===== src/csr_pkg.sv =====
package csr_pkg;

  // ---------------------------------------------------------------------
  // I/O addresses
  // ---------------------------------------------------------------------
  localparam int         ADDR_W       = 10;
  localparam logic [9:0] A_MODE_MONO  = 10'h3B8;
  localparam logic [9:0] A_MODE_COL   = 10'h3D8;
  localparam logic [9:0] A_CSEL       = 10'h3D9;
  localparam logic [9:0] A_PSET_MONO  = 10'h3B9;
  localparam logic [9:0] A_PSET_COL   = 10'h3DC;
  localparam logic [9:0] A_STAT1_MONO = 10'h3BA;
  localparam logic [9:0] A_STAT1_COL  = 10'h3DA;
  localparam logic [9:0] A_PCLR_MONO  = 10'h3BB;
  localparam logic [9:0] A_PCLR_COL   = 10'h3DB;
  localparam logic [9:0] A_PAGE_CFG   = 10'h3BF;
  localparam logic [9:0] A_STAT0_MISC = 10'h3C2;

  // ---------------------------------------------------------------------
  // Field positions
  // ---------------------------------------------------------------------
  localparam int EC_EMU     = 2;
  localparam int EC_HWPAL   = 3;
  localparam int VRE_CLR    = 4;
  localparam int VRE_EN     = 5;
  localparam int MISC_IOSEL = 0;
  localparam int ST0_SW     = 4;
  localparam int ST0_FEAT0  = 5;
  localparam int ST0_FEAT1  = 6;
  localparam int ST0_IRQ    = 7;
  localparam int ST1_DE     = 0;
  localparam int ST1_PEN    = 1;
  localparam int ST1_PSW    = 2;
  localparam int ST1_VR     = 3;
  localparam int ST1_PAL0   = 4;
  localparam int ST1_PAL1   = 5;
  localparam int ST1_VS     = 7;
  localparam int MC_COL80   = 0;
  localparam int MC_GFX     = 1;
  localparam int MC_BW      = 2;
  localparam int MC_VIDEN   = 3;
  localparam int MC_HIRES   = 4;
  localparam int MC_BLINK   = 5;
  localparam int MC_PAGE    = 7;
  localparam int CS_ALT     = 4;
  localparam int CS_SET     = 5;

  // ---------------------------------------------------------------------
  // Masks, reset values and colours (IRGB)
  // ---------------------------------------------------------------------
  localparam logic [7:0] MC_MASK   = 8'hBF;
  localparam logic [7:0] CS_MASK   = 8'h3F;
  localparam logic [7:0] PAGE_MASK = 8'h03;
  localparam logic [7:0] REG_RST   = 8'h00;
  localparam logic       IOSEL_RST = 1'b0;
  localparam logic [3:0] COL_GREEN = 4'h2;
  localparam logic [3:0] COL_RED   = 4'h4;
  localparam logic [3:0] COL_BROWN = 4'h6;
  localparam logic [3:0] COL_CYAN  = 4'h3;
  localparam logic [3:0] COL_MAG   = 4'h5;
  localparam logic [3:0] COL_WHITE = 4'h7;
  localparam logic [3:0] COL_INTEN = 4'h8;

  typedef enum logic [1:0] {
    EM_NATIVE = 2'b00,
    EM_COLOUR = 2'b01,
    EM_MONO   = 2'b11
  } csr_emu_type;

  typedef struct packed {
    logic       disp_active;
    logic       hsync;
    logic       vretrace;
    logic       vsync_out;
    logic       sec_blue;
    logic       vsync_mon;
    logic [5:0] pal_video;
  } csr_video_type;

  typedef struct packed {
    logic col80;
    logic graphics;
    logic bw;
    logic video_en;
    logic hires;
    logic blink_en;
    logic page_upper;
  } csr_mode_type;

endpackage


===== src/csr_pixel_palette.sv =====
`timescale 1ns/1ns
module csr_pixel_palette (
  // Pixel and colour-select fields
  input  wire logic [1:0] pix_i,
  input  wire logic       colour_set_i,
  input  wire logic       alt_i,
  input  wire logic [3:0] bg_i,
  // Resulting IRGB colour
  output logic      [3:0] colour_o
);

  logic [3:0] base;

  // Code 00 always shows the background; the set bit picks the triple.
  always_comb begin
    base = bg_i;
    case (pix_i)
      2'b01:   base = colour_set_i ? csr_pkg::COL_CYAN  : csr_pkg::COL_GREEN;
      2'b10:   base = colour_set_i ? csr_pkg::COL_MAG   : csr_pkg::COL_RED;
      2'b11:   base = colour_set_i ? csr_pkg::COL_WHITE : csr_pkg::COL_BROWN;
      default: base = bg_i;
    endcase
  end

  assign colour_o = (alt_i && pix_i != 2'b00) ?
                    (base | csr_pkg::COL_INTEN) : base;

endmodule


===== src/csr_compat_status.sv =====
`timescale 1ns/1ns
// Overview of operation
// - Status0 bit4 returns switch-sense pin live.
// - Status0 bits5,6 return feature inputs 0,1.
// - Status0 bit7 mirrors the vertical interrupt output.
// - Interrupt enabled by bit5, held until bit4 clears.
// - Native/colour: status1 bit0 high during retrace.
// - Mono emulation: status1 bit0 shows horizontal sync.
// - Status1 bit1 shows light-pen latch, set by pulse.
// - Status1 bit2 shows light-pen switch live.
// - Bit3: native retrace, colour emulation vertical sync.
// - Mono emulation: bit3 shows secondary-blue video.
// - Native: bits4,5 are plane-selected palette outputs.
// - Emulation modes: status1 bits4,5 read one.
// - Bit7 monitor vsync in mono, else one.
// - Mode control gated by emulation, decoded by iosel.
// - Colour emulation: columns, monochrome, high resolution bits.
// - Both emulations: graphics and video-enable bits.
// - Both emulations: bit5 blink enable else intensity.
// - Mono graphics: bit7 selects upper memory page.
// - Colour select acts only with emulation, palette enable.
// - Colour select bits0-3 give border/background/foreground colour.
// - Colour select bit4 picks alternate intensified colours.
// - 320x200 pixel codes map to fixed colour sets.
// - Iosel maps ranges 3Bx/3Dx, resets zero.
module csr_compat_status (
  // Clock and reset
  input  wire logic                  clock_i,
  input  wire logic                  nrst_i,
  // Byte-wide I/O bus
  input  wire logic [9:0]            io_addr_i,
  input  wire logic                  io_wr_i,
  input  wire logic                  io_rd_i,
  input  wire logic [7:0]            io_wdata_i,
  output logic      [7:0]            io_rdata_o,
  output logic                       io_rdata_oe_o,
  // Board and connector pins
  input  wire logic                  switch_sense_i,
  input  wire logic                  feature_input_0_i,
  input  wire logic                  feature_input_1_i,
  input  wire logic                  pen_pulse_i,
  input  wire logic                  pen_switch_i,
  // Controller side signals
  input  wire csr_pkg::csr_video_type video_i,
  input  wire logic [1:0]            plane_enable_select_reg_i,
  input  wire logic [7:0]            emulation_control_reg_i,
  input  wire logic [7:0]            vertical_retrace_end_reg_i,
  input  wire logic                  vert_display_end_i,
  input  wire logic [1:0]            pixel_code_i,
  // Effective settings
  output logic                       vertical_irq_out_o,
  output logic                       io_select_o,
  output csr_pkg::csr_mode_type      mode_o,
  output logic                       hw_palette_o,
  output logic      [3:0]            csel_colour_o,
  output logic                       csel_alt_o,
  output logic      [3:0]            pixel_colour_o,
  output logic      [1:0]            page_cfg_o
);

  // ---------------------------------------------------------------------
  // State
  // ---------------------------------------------------------------------
  logic [7:0]            mode_reg_r;
  logic [7:0]            csel_r;
  logic [7:0]            page_cfg_r;
  logic                  iosel_r;
  logic                  irq_r;
  logic                  pen_latch_r;
  logic [7:0]            rdata_r;
  logic                  rdata_oe_r;
  csr_pkg::csr_mode_type mode_r;
  logic                  hwpal_r;
  logic [3:0]            csel_col_r;
  logic                  csel_alt_r;
  logic [3:0]            pix_col_r;

  // ---------------------------------------------------------------------
  // Decoding
  // ---------------------------------------------------------------------
  logic                  emu_on;
  csr_pkg::csr_emu_type  emu_mode;
  logic [9:0]            a_mode;
  logic [9:0]            a_stat1;
  logic [9:0]            a_pset;
  logic [9:0]            a_pclr;
  logic                  wr_mode;
  logic                  wr_csel;
  logic                  wr_page;
  logic                  wr_misc;
  logic                  wr_pset;
  logic                  wr_pclr;
  logic                  rd_hit;
  logic [7:0]            stat0;
  logic [7:0]            stat1;
  logic [7:0]            rd_val;
  logic [1:0]            pal_pair;
  logic                  irq_en;
  logic                  irq_clr;
  logic                  irq_nxt;
  logic                  pen_nxt;
  logic [3:0]            pix_col;

  // Picks the palette pair routed to status bits 4 and 5.
  function automatic logic [1:0] pal_select(input logic [5:0] v,
                                            input logic [1:0] s);
    case (s)
      2'b01:   pal_select = {v[3], v[2]};
      2'b10:   pal_select = {v[5], v[4]};
      default: pal_select = {v[1], v[0]};
    endcase
  endfunction

  function automatic logic hit(input logic [9:0] a, input logic [9:0] b);
    hit = (a == b);
  endfunction

  // The mode follows the emulation flag kept by software; hardware only
  // reads it, so a stale flag gives stale status formatting.
  assign emu_on   = emulation_control_reg_i[csr_pkg::EC_EMU];
  assign emu_mode = !emu_on ? csr_pkg::EM_NATIVE :
                    (iosel_r ? csr_pkg::EM_COLOUR : csr_pkg::EM_MONO);

  // Iosel picks the 3Dx or the 3Bx copy of each dual-mapped register.
  assign a_mode  = iosel_r ? csr_pkg::A_MODE_COL  : csr_pkg::A_MODE_MONO;
  assign a_stat1 = iosel_r ? csr_pkg::A_STAT1_COL : csr_pkg::A_STAT1_MONO;
  assign a_pset  = iosel_r ? csr_pkg::A_PSET_COL  : csr_pkg::A_PSET_MONO;
  assign a_pclr  = iosel_r ? csr_pkg::A_PCLR_COL  : csr_pkg::A_PCLR_MONO;

  assign wr_mode = io_wr_i && hit(io_addr_i, a_mode);
  assign wr_csel = io_wr_i && hit(io_addr_i, csr_pkg::A_CSEL);
  assign wr_page = io_wr_i && hit(io_addr_i, csr_pkg::A_PAGE_CFG);
  assign wr_misc = io_wr_i && hit(io_addr_i, csr_pkg::A_STAT0_MISC);
  assign wr_pset = io_wr_i && hit(io_addr_i, a_pset);
  assign wr_pclr = io_wr_i && hit(io_addr_i, a_pclr);

  // ---------------------------------------------------------------------
  // Status words
  // ---------------------------------------------------------------------
  assign pal_pair = pal_select(video_i.pal_video,
                               plane_enable_select_reg_i);

  always_comb begin
    stat0                      = 8'h00;
    stat0[csr_pkg::ST0_SW]     = switch_sense_i;
    stat0[csr_pkg::ST0_FEAT0]  = feature_input_0_i;
    stat0[csr_pkg::ST0_FEAT1]  = feature_input_1_i;
    stat0[csr_pkg::ST0_IRQ]    = irq_r;
  end

  always_comb begin
    stat1                   = 8'h00;
    stat1[csr_pkg::ST1_PEN] = pen_latch_r;
    stat1[csr_pkg::ST1_PSW] = pen_switch_i;
    case (emu_mode)
      csr_pkg::EM_MONO: begin
        stat1[csr_pkg::ST1_DE]   = video_i.hsync;
        stat1[csr_pkg::ST1_VR]   = video_i.sec_blue;
        stat1[csr_pkg::ST1_PAL0] = 1'b1;
        stat1[csr_pkg::ST1_PAL1] = 1'b1;
        stat1[csr_pkg::ST1_VS]   = video_i.vsync_mon;
      end
      csr_pkg::EM_COLOUR: begin
        stat1[csr_pkg::ST1_DE]   = !video_i.disp_active;
        stat1[csr_pkg::ST1_VR]   = video_i.vsync_out;
        stat1[csr_pkg::ST1_PAL0] = 1'b1;
        stat1[csr_pkg::ST1_PAL1] = 1'b1;
        stat1[csr_pkg::ST1_VS]   = 1'b1;
      end
      default: begin
        stat1[csr_pkg::ST1_DE]   = !video_i.disp_active;
        stat1[csr_pkg::ST1_VR]   = video_i.vretrace;
        stat1[csr_pkg::ST1_PAL0] = pal_pair[0];
        stat1[csr_pkg::ST1_PAL1] = pal_pair[1];
        stat1[csr_pkg::ST1_VS]   = 1'b1;
      end
    endcase
  end

  // Reads only copy a word out; nothing is cleared by a read.
  always_comb begin
    rd_hit = 1'b1;
    rd_val = 8'h00;
    if (hit(io_addr_i, csr_pkg::A_STAT0_MISC)) begin
      rd_val = stat0;
    end else if (hit(io_addr_i, a_stat1)) begin
      rd_val = stat1;
    end else if (hit(io_addr_i, a_mode)) begin
      rd_val = mode_reg_r;
    end else if (hit(io_addr_i, csr_pkg::A_CSEL)) begin
      rd_val = csel_r;
    end else if (hit(io_addr_i, csr_pkg::A_PAGE_CFG)) begin
      rd_val = page_cfg_r;
    end else begin
      rd_hit = 1'b0;
    end
  end

  // ---------------------------------------------------------------------
  // Event flags
  // ---------------------------------------------------------------------
  assign irq_en  = vertical_retrace_end_reg_i[csr_pkg::VRE_EN];
  assign irq_clr = !vertical_retrace_end_reg_i[csr_pkg::VRE_CLR];
  // A new end-of-display event wins over a clear in the same cycle.
  assign irq_nxt = (vert_display_end_i && irq_en) ||
                   (irq_r && !irq_clr);
  assign pen_nxt = pen_pulse_i || wr_pset ||
                   (pen_latch_r && !wr_pclr);

  // ---------------------------------------------------------------------
  // Registers
  // ---------------------------------------------------------------------
  always_ff @(posedge clock_i or negedge nrst_i) begin
    if (!nrst_i) begin
      mode_reg_r <= csr_pkg::REG_RST;
      csel_r     <= csr_pkg::REG_RST;
      page_cfg_r <= csr_pkg::REG_RST;
      iosel_r    <= csr_pkg::IOSEL_RST;
    end else begin
      if (wr_mode) begin
        mode_reg_r <= io_wdata_i & csr_pkg::MC_MASK;
      end
      if (wr_csel) begin
        csel_r <= io_wdata_i & csr_pkg::CS_MASK;
      end
      if (wr_page) begin
        page_cfg_r <= io_wdata_i & csr_pkg::PAGE_MASK;
      end
      if (wr_misc) begin
        iosel_r <= io_wdata_i[csr_pkg::MISC_IOSEL];
      end
    end
  end

  always_ff @(posedge clock_i or negedge nrst_i) begin
    if (!nrst_i) begin
      irq_r       <= 1'b0;
      pen_latch_r <= 1'b0;
      rdata_r     <= 8'h00;
      rdata_oe_r  <= 1'b0;
    end else begin
      irq_r       <= irq_nxt;
      pen_latch_r <= pen_nxt;
      rdata_r     <= (io_rd_i && rd_hit) ? rd_val : 8'h00;
      rdata_oe_r  <= io_rd_i && rd_hit;
    end
  end

  // ---------------------------------------------------------------------
  // Effective mode and palette
  // ---------------------------------------------------------------------
  csr_pkg::csr_mode_type mode_nxt;
  logic                  csel_on;

  // Settings are gated rather than the writes, so software may preload
  // the registers before it turns emulation on.
  always_comb begin
    mode_nxt            = '0;
    if (emu_on) begin
      mode_nxt.graphics = mode_reg_r[csr_pkg::MC_GFX];
      mode_nxt.video_en = mode_reg_r[csr_pkg::MC_VIDEN];
      mode_nxt.blink_en = mode_reg_r[csr_pkg::MC_BLINK];
      if (iosel_r) begin
        mode_nxt.col80 = mode_reg_r[csr_pkg::MC_COL80];
        mode_nxt.bw    = mode_reg_r[csr_pkg::MC_BW];
        mode_nxt.hires = mode_reg_r[csr_pkg::MC_HIRES];
      end else begin
        mode_nxt.page_upper = mode_reg_r[csr_pkg::MC_PAGE] &&
                              mode_reg_r[csr_pkg::MC_GFX];
      end
    end
  end

  assign csel_on = emu_on &&
                   emulation_control_reg_i[csr_pkg::EC_HWPAL];

  csr_pixel_palette u_palette (
    .pix_i        (pixel_code_i),
    .colour_set_i (csel_r[csr_pkg::CS_SET]),
    .alt_i        (csel_r[csr_pkg::CS_ALT]),
    .bg_i         (csel_r[3:0]),
    .colour_o     (pix_col)
  );

  always_ff @(posedge clock_i or negedge nrst_i) begin
    if (!nrst_i) begin
      mode_r     <= '0;
      hwpal_r    <= 1'b0;
      csel_col_r <= 4'h0;
      csel_alt_r <= 1'b0;
      pix_col_r  <= 4'h0;
    end else begin
      mode_r     <= mode_nxt;
      hwpal_r    <= csel_on;
      csel_col_r <= csel_on ? csel_r[3:0] : 4'h0;
      csel_alt_r <= csel_on && csel_r[csr_pkg::CS_ALT];
      pix_col_r  <= csel_on ? pix_col : 4'h0;
    end
  end

  // ---------------------------------------------------------------------
  // Outputs
  // ---------------------------------------------------------------------
  assign io_rdata_o         = rdata_r;
  assign io_rdata_oe_o      = rdata_oe_r;
  assign vertical_irq_out_o = irq_r;
  assign io_select_o        = iosel_r;
  assign mode_o             = mode_r;
  assign hw_palette_o       = hwpal_r;
  assign csel_colour_o      = csel_col_r;
  assign csel_alt_o         = csel_alt_r;
  assign pixel_colour_o     = pix_col_r;
  assign page_cfg_o         = page_cfg_r[1:0];
endmodule


===== config.mk =====
export PLATFORM = sky130hd
export DESIGN_NAME = csr_compat_status
export DESIGN_NICKNAME = d
export VERILOG_FILES = /design/src/csr_pkg.sv /design/src/csr_pixel_palette.sv /design/src/csr_compat_status.sv
export SDC_FILE = /design/constraint.sdc
export NUM_CORES = 1
export LEC_CHECK = 0
export BUFFER_PORTS_ARGS = -buffer_cell sky130_fd_sc_hd__buf_2
export CAP_MARGIN = 20
export CELL_PAD_IN_SITES_DETAIL_PLACEMENT = 2
export CELL_PAD_IN_SITES_GLOBAL_PLACEMENT = 2
export CORE_MARGIN = 2
export CORE_UTILIZATION = 31
export DETAILED_ROUTE_END_ITERATION = 16
export PLACE_DENSITY = 0.9
export RECOVER_POWER = 100
export SYNTH_ARGS = -nofsm -noshare
export SYNTH_HDL_FRONTEND = slang
export SYNTH_HIERARCHICAL = 1
export SYNTH_SLANG_ARGS = --single-unit

===== constraint.sdc =====
create_clock -name clock_i -period 3.6 [get_ports clock_i]
set_input_delay 0.36 -clock clock_i [delete_from_list [all_inputs] [get_ports clock_i]]
set_output_delay 0.36 -clock clock_i [all_outputs]
set_load 0.02 [all_outputs]

; Word level (Yosys, flattened, before mapping)
; Index checks and enable logic that the tools add are counted.
[classes]
n_reduce_logical = 20
eq_ne = 14
n_mux = 33
[op_table]
columns = cell, count
row1 = $eq A10 B10 Y1, 4
row2 = $mux W7, 5
row3 = $mux W8, 4
row4 = $eq A10 B10 Y1 const B, 3
row5 = $logic_and A1 B1 Y1, 14
row6 = $mux W1, 14
row7 = $mux W4, 3
row8 = $pmux W4 S3, 1
row9 = $eq A2 B2 Y1 const B, 4
row10 = $eq A2 B1 Y1 const B, 3
row11 = $mux W2, 3
row12 = $mux W6, 1
row13 = $pmux W3 S2, 1
row14 = $pmux W2 S2, 1
row15 = $logic_or A1 B1 Y1, 3
row16 = $logic_not A1 Y1, 2
row17 = $reduce_bool A2 Y1, 1
[word_totals]
in_bits = 60
output_inout_bits = 30
elab_cells = 86
ff_bits = 44

; Depth between registers and ports, before layout
[logic_depth]
ltp_word = 8
ltp_mapped = 6
depth_no_buf = 6

; Hierarchy
; Netlist, hierarchy kept.
[by_module_without_submodules]
columns = mod, seq_area_each_um2, cells_each, area_per_inst_um2, n_inst
row1 = csr_compat_status, 1101.1, 177, 2068.2, 1
row2 = csr_pixel_palette, 0.0, 7, 47.5, 1

; Worst setup path before layout
; Ideal clock, no wire load.
[synth_timing]
kind = register -> register
startpoint = register iosel_r, in the netlist io_select_o
endpoint = register mode_reg_r[0]
n_path_buf = 2
t_arrival_ns = 1.828
stages_incl_launch_ff = 7
period_less_slack_ns = 1.953
t_required_ns = 3.475
setup_ns = 0.125
slack_ns = 1.647
cell_sequence = dfrtp_1 -> clkbuf_1 -> nand3b_1 -> a21oi_1 -> and4_1 -> buf_2 -> mux2_2
[synth_between]
elab_chain_cells = 3
[synth_lines]
columns = item, line
row1 = "start, declared", csr_compat_status.sv:67  ; logic iosel_r;
row2 = "start signal, assigned", csr_compat_status.sv:218  ; iosel_r <= csr_pkg::IOSEL_RST;
row3 = "start signal, assigned", csr_compat_status.sv:230  ; iosel_r <= io_wdata_i[csr_pkg::MISC_IOSEL];
row4 = $mux W7, csr_compat_status.sv:125  ; assign a_mode = iosel_r ? csr_pkg::A_MODE_COL : csr_pkg::A_MODE_MONO;
row5 = $eq A10 B10 Y1, csr_compat_status.sv:115  ; hit = (a == b);
row6 = $logic_and A1 B1 Y1, csr_compat_status.sv:130  ; assign wr_mode = io_wr_i && hit(io_addr_i, a_mode);
row7 = "end signal, assigned", csr_compat_status.sv:215  ; mode_reg_r <= csr_pkg::REG_RST;
row8 = "end signal, assigned", csr_compat_status.sv:221  ; mode_reg_r <= io_wdata_i & csr_pkg::MC_MASK;
row9 = "end, declared", csr_compat_status.sv:64  ; logic [7:0] mode_reg_r;
; No other way between the ends.
; A chain may end at the register's enable or synchronous reset.

; Worst setup path in the final report
[layout_timing]
startpoint = register iosel_r, in the netlist io_select_o
endpoint = register rdata_r[1], in the netlist io_rdata_o[1]
[layout_between]
elab_chain_cells = 7
elab_cells_between_ends = 12
cone_classes = 2 x eq/ne / 9 x mux / 1 x reduce/logical
[layout_lines]
columns = item, line
row1 = $mux W7, csr_compat_status.sv:125
row2 = $eq A10 B10 Y1, csr_compat_status.sv:115
row3 = $mux W1, csr_compat_status.sv:188  ; end else if (hit(io_addr_i, a_mode)) begin
row4 = $mux W1, csr_compat_status.sv:186  ; end else if (hit(io_addr_i, a_stat1)) begin
row5 = $mux W1, csr_compat_status.sv:184  ; if (hit(io_addr_i, csr_pkg::A_STAT0_MISC)) begin
row6 = $logic_and A1 B1 Y1, csr_compat_status.sv:244  ; rdata_r <= (io_rd_i && rd_hit) ? rd_val : 8'h00;
row7 = $mux W8 (*), csr_compat_status.sv:244
row8 = "end signal, assigned", csr_compat_status.sv:244
row9 = "end, declared", csr_compat_status.sv:70  ; logic [7:0] rdata_r;
; Mark *: on every way between the ends. The rest lies on a longest branch, timed or not.

==> reports/summary.txt <==
status: finished, violations left
violations in the final reports: max-capacitance violations, max-slew violations
static leakage: 1.21 nW
IO Port Bufs: 76
crit path launch type: flop
Net Switching: 234 uW
number of remaining DRC errors: 0
Inst Count DP: 333
clock sinks: 44
maximum vdd drop: 130 uV
global route overflow: 0
Clk Latency, worst-skew pair: 0.30 ns
maximum operating frequency: 352 MHz
Sw Ratio: 0.240
# IOs: 90
via/cell ratio: 5.40
hold slack: 0.264 ns
fillers: 761
Clock Tree Root: clkbuf_8
mapped cell area: 2120 um^2
max_cap viols: 1
combinational power share: 0.099
Post-Syn Area per Cell: 11.5 um^2
Final Util: 0.392
Synth-to-Final Area Change: 23.7%
die area: 7500 um^2
most frequent cell after synthesis: dfrtp_1
Adder-Cell Fraction of Synth Area: 0.0118
first-iteration detailed-routing DRC count: 71
largest net degree at the start of global routing: 45
Routed Antenna Nets: 0
Setup violations, final: 0
post-synthesis mux area share: 0.106
CP arrival: 3.02 ns
slew of the pin with the lowest slew margin: 2.30 ns
Final Cycle Share: 0.789
Inserted Clock Buffers: 5
final WL: 6.64 mm
Core ar.: 6680 um^2
fin. max-slew vios: 45
row count: 30
post-synthesis cell type count: 43
setup TNS: 0 ns
first-pass GRT wire length: 10.4 mm
layout cells sized above 1: 0.276
Starting Density: 0.317
Worst Path Required: 3.78 ns
Slew HR: -0.531
post-route cell area: 2620 um^2
DR pass1 iterations: 4
sequential power share: 0.516
Compound-Gate Fraction of Synth Area: 0.116
power per cell area: 373 nW/um^2
hold_buf cts: 0
sequential area share after synthesis: 0.520
Post-synth EDFFs: 0
skew final: 0.0111 ns
depth of the CTS H-tree: 2
Die Wd: 86.6 um
synth top area cells: dfrtp_1 (52%), mux2_2 (10%), and3_1 (3.8%), nand2b_1 (2.1%), a22oi_1 (1.8%)
n_diodes: 0
Ys Warns: 6
Async SR Flop Fraction: 1.00
setup bufs post-CTS: 0
crit end category: flop
Post-Synthesis Cells: 184
dpl hpwl: 5.12 mm
cell taking the most area after synthesis: dfrtp_1
worst-path fanout max: 12
placed instance area: 2570 um^2
RSZ-0062 raised after global routing: no
Cell Int Power: 742 uW
clock tree from TritonCTS: done
most instantiated cells after synthesis: dfrtp_1 (44), mux2_2 (19), and3_1 (13)
xor/xnor cell area share of the yosys netlist: 0
WL per Instance: 19.5 um
Tot GR Track Use: 0.184
initial antenna violation count: 0
# resized after CTS: 0
vias: 1841
syn nets: 246
synthesized-area fraction occupied by and/or/nand/nor cells: 0.225
WS Path Type: flop to flop
Finished Layout Cells: 341
Clock Path Buffers: 2
die height: 86.6 um
Routability Congestion: 0.846
final hold viol count: 0
top-area cell type share of the netlist area: 0.520
Clock transition at path regs: 0.08 ns
nets@finish: 322
post-layout min period: 2.84 ns
vias in the first global route: 1970
dominant synthesized flop cell: dfrtp_1
FF+latch count, synth: 44
largest family of logic cells by synthesized area: simple AND/OR/NAND/NOR gates
hold crit path type: input port to flop
clock share of power: 0.384
## layer usage
metal  track usage  part of all wire  up-vias
li1              -                 -      840
met1         0.221              0.43      933
met2         0.330              0.51       57
met3        0.0390             0.044       11
met4        0.0554             0.018        0
met5             0                 0        -
## stage by stage
stage	setup slack, ns	total power [mW]
4_1_cts	1.13	0.990
5_1_grt	0.511	1.02
3_3_place_gp	1.21	0.610
2_1_floorplan	1.65	0.553
6_report	0.761	0.977
3_5_place_dp	1.16	0.615
## cells by family after synthesis
family | count (synthesis)
and+or+nand+nor | 77
DFF | 44
AOI/OAI and AO/OA | 30
muxes | 20
buffers and inverters | 11
adders and majority gates | 2
## flip-flops by register name, summed over array words and instances, names as in the netlist, 2 cells and up
signal and cells:
csel_colour_o 4, csel_r 6, io_rdata_o 8, mode_o 7
mode_reg_r 7, page_cfg_r 2, pixel_colour_o 4
## power by group through the flow
stage,registers (mW),clock network [mW],logic [mW]
5_1_grt,0.505,0.407,0.107
4_1_cts,0.504,0.384,0.102
6_report,0.505,0.376,0.0968
2_1_floorplan,0.517,0,0.0362
3_5_place_dp,0.514,0,0.101
3_3_place_gp,0.514,0,0.0959
## final cells by class
cell class	count	area [um^2]	share of cell area
sequential	44	1100	0.421
clock inverter	3	42.5	0.0163
tap	80	100	0.0383
inverter	4	15.0	0.00574
clock buffer	5	68.8	0.0263
timing repair buffer	76	338	0.129
multi-input combinational	129	951	0.363
## final timing paths
check                                end  cells past startpoint     startpoint  slack (ns)
setup / recovery           io_rdata_o[1]                      4    io_select_o        0.76
hold / removal               pen_latch_r                      2    pen_pulse_i        0.26
setup reg to reg           io_rdata_o[1]                      4    io_select_o        0.76
hold reg to reg                mode_o[0]                      2  mode_reg_r[7]        0.54
max in group asynchronous  mode_reg_r[7]                      1         nrst_i        1.56
min in group asynchronous      csel_r[4]                      1         nrst_i        0.74
## critical path, stage by stage, from the launching register on
cell,delay [ns]
dfrtp_1,0.57
or3b_1,0.50
a2111oi_2,1.01
o311ai_2,0.32
a311oi_1,0.34
## placed cells by master (no fill, tap or decap), types with 2 or more instances in the layout
cell,n
dfrtp_1,44
buf_2,42
clkbuf_1,34
mux2_2,19
and3_1,13
nor2_1,9
nand2_1,8
nand2b_1,7
nand3b_1,5
a22oi_1,5
clkbuf_8,5
inv_1,4
nor3b_1,4
nand4_1,4
nand4b_1,4
o21ai_0,4
and2_1,3
and4_1,3
nor4_1,3
nor3_1,3
nor2b_1,3
a21oi_1,3
nand3_1,2
a221oi_1,2
a211oi_1,2
a211o_1,2
a311oi_1,2
and2_0,2
ha_1,2
(Power assumes the default switching activity.)
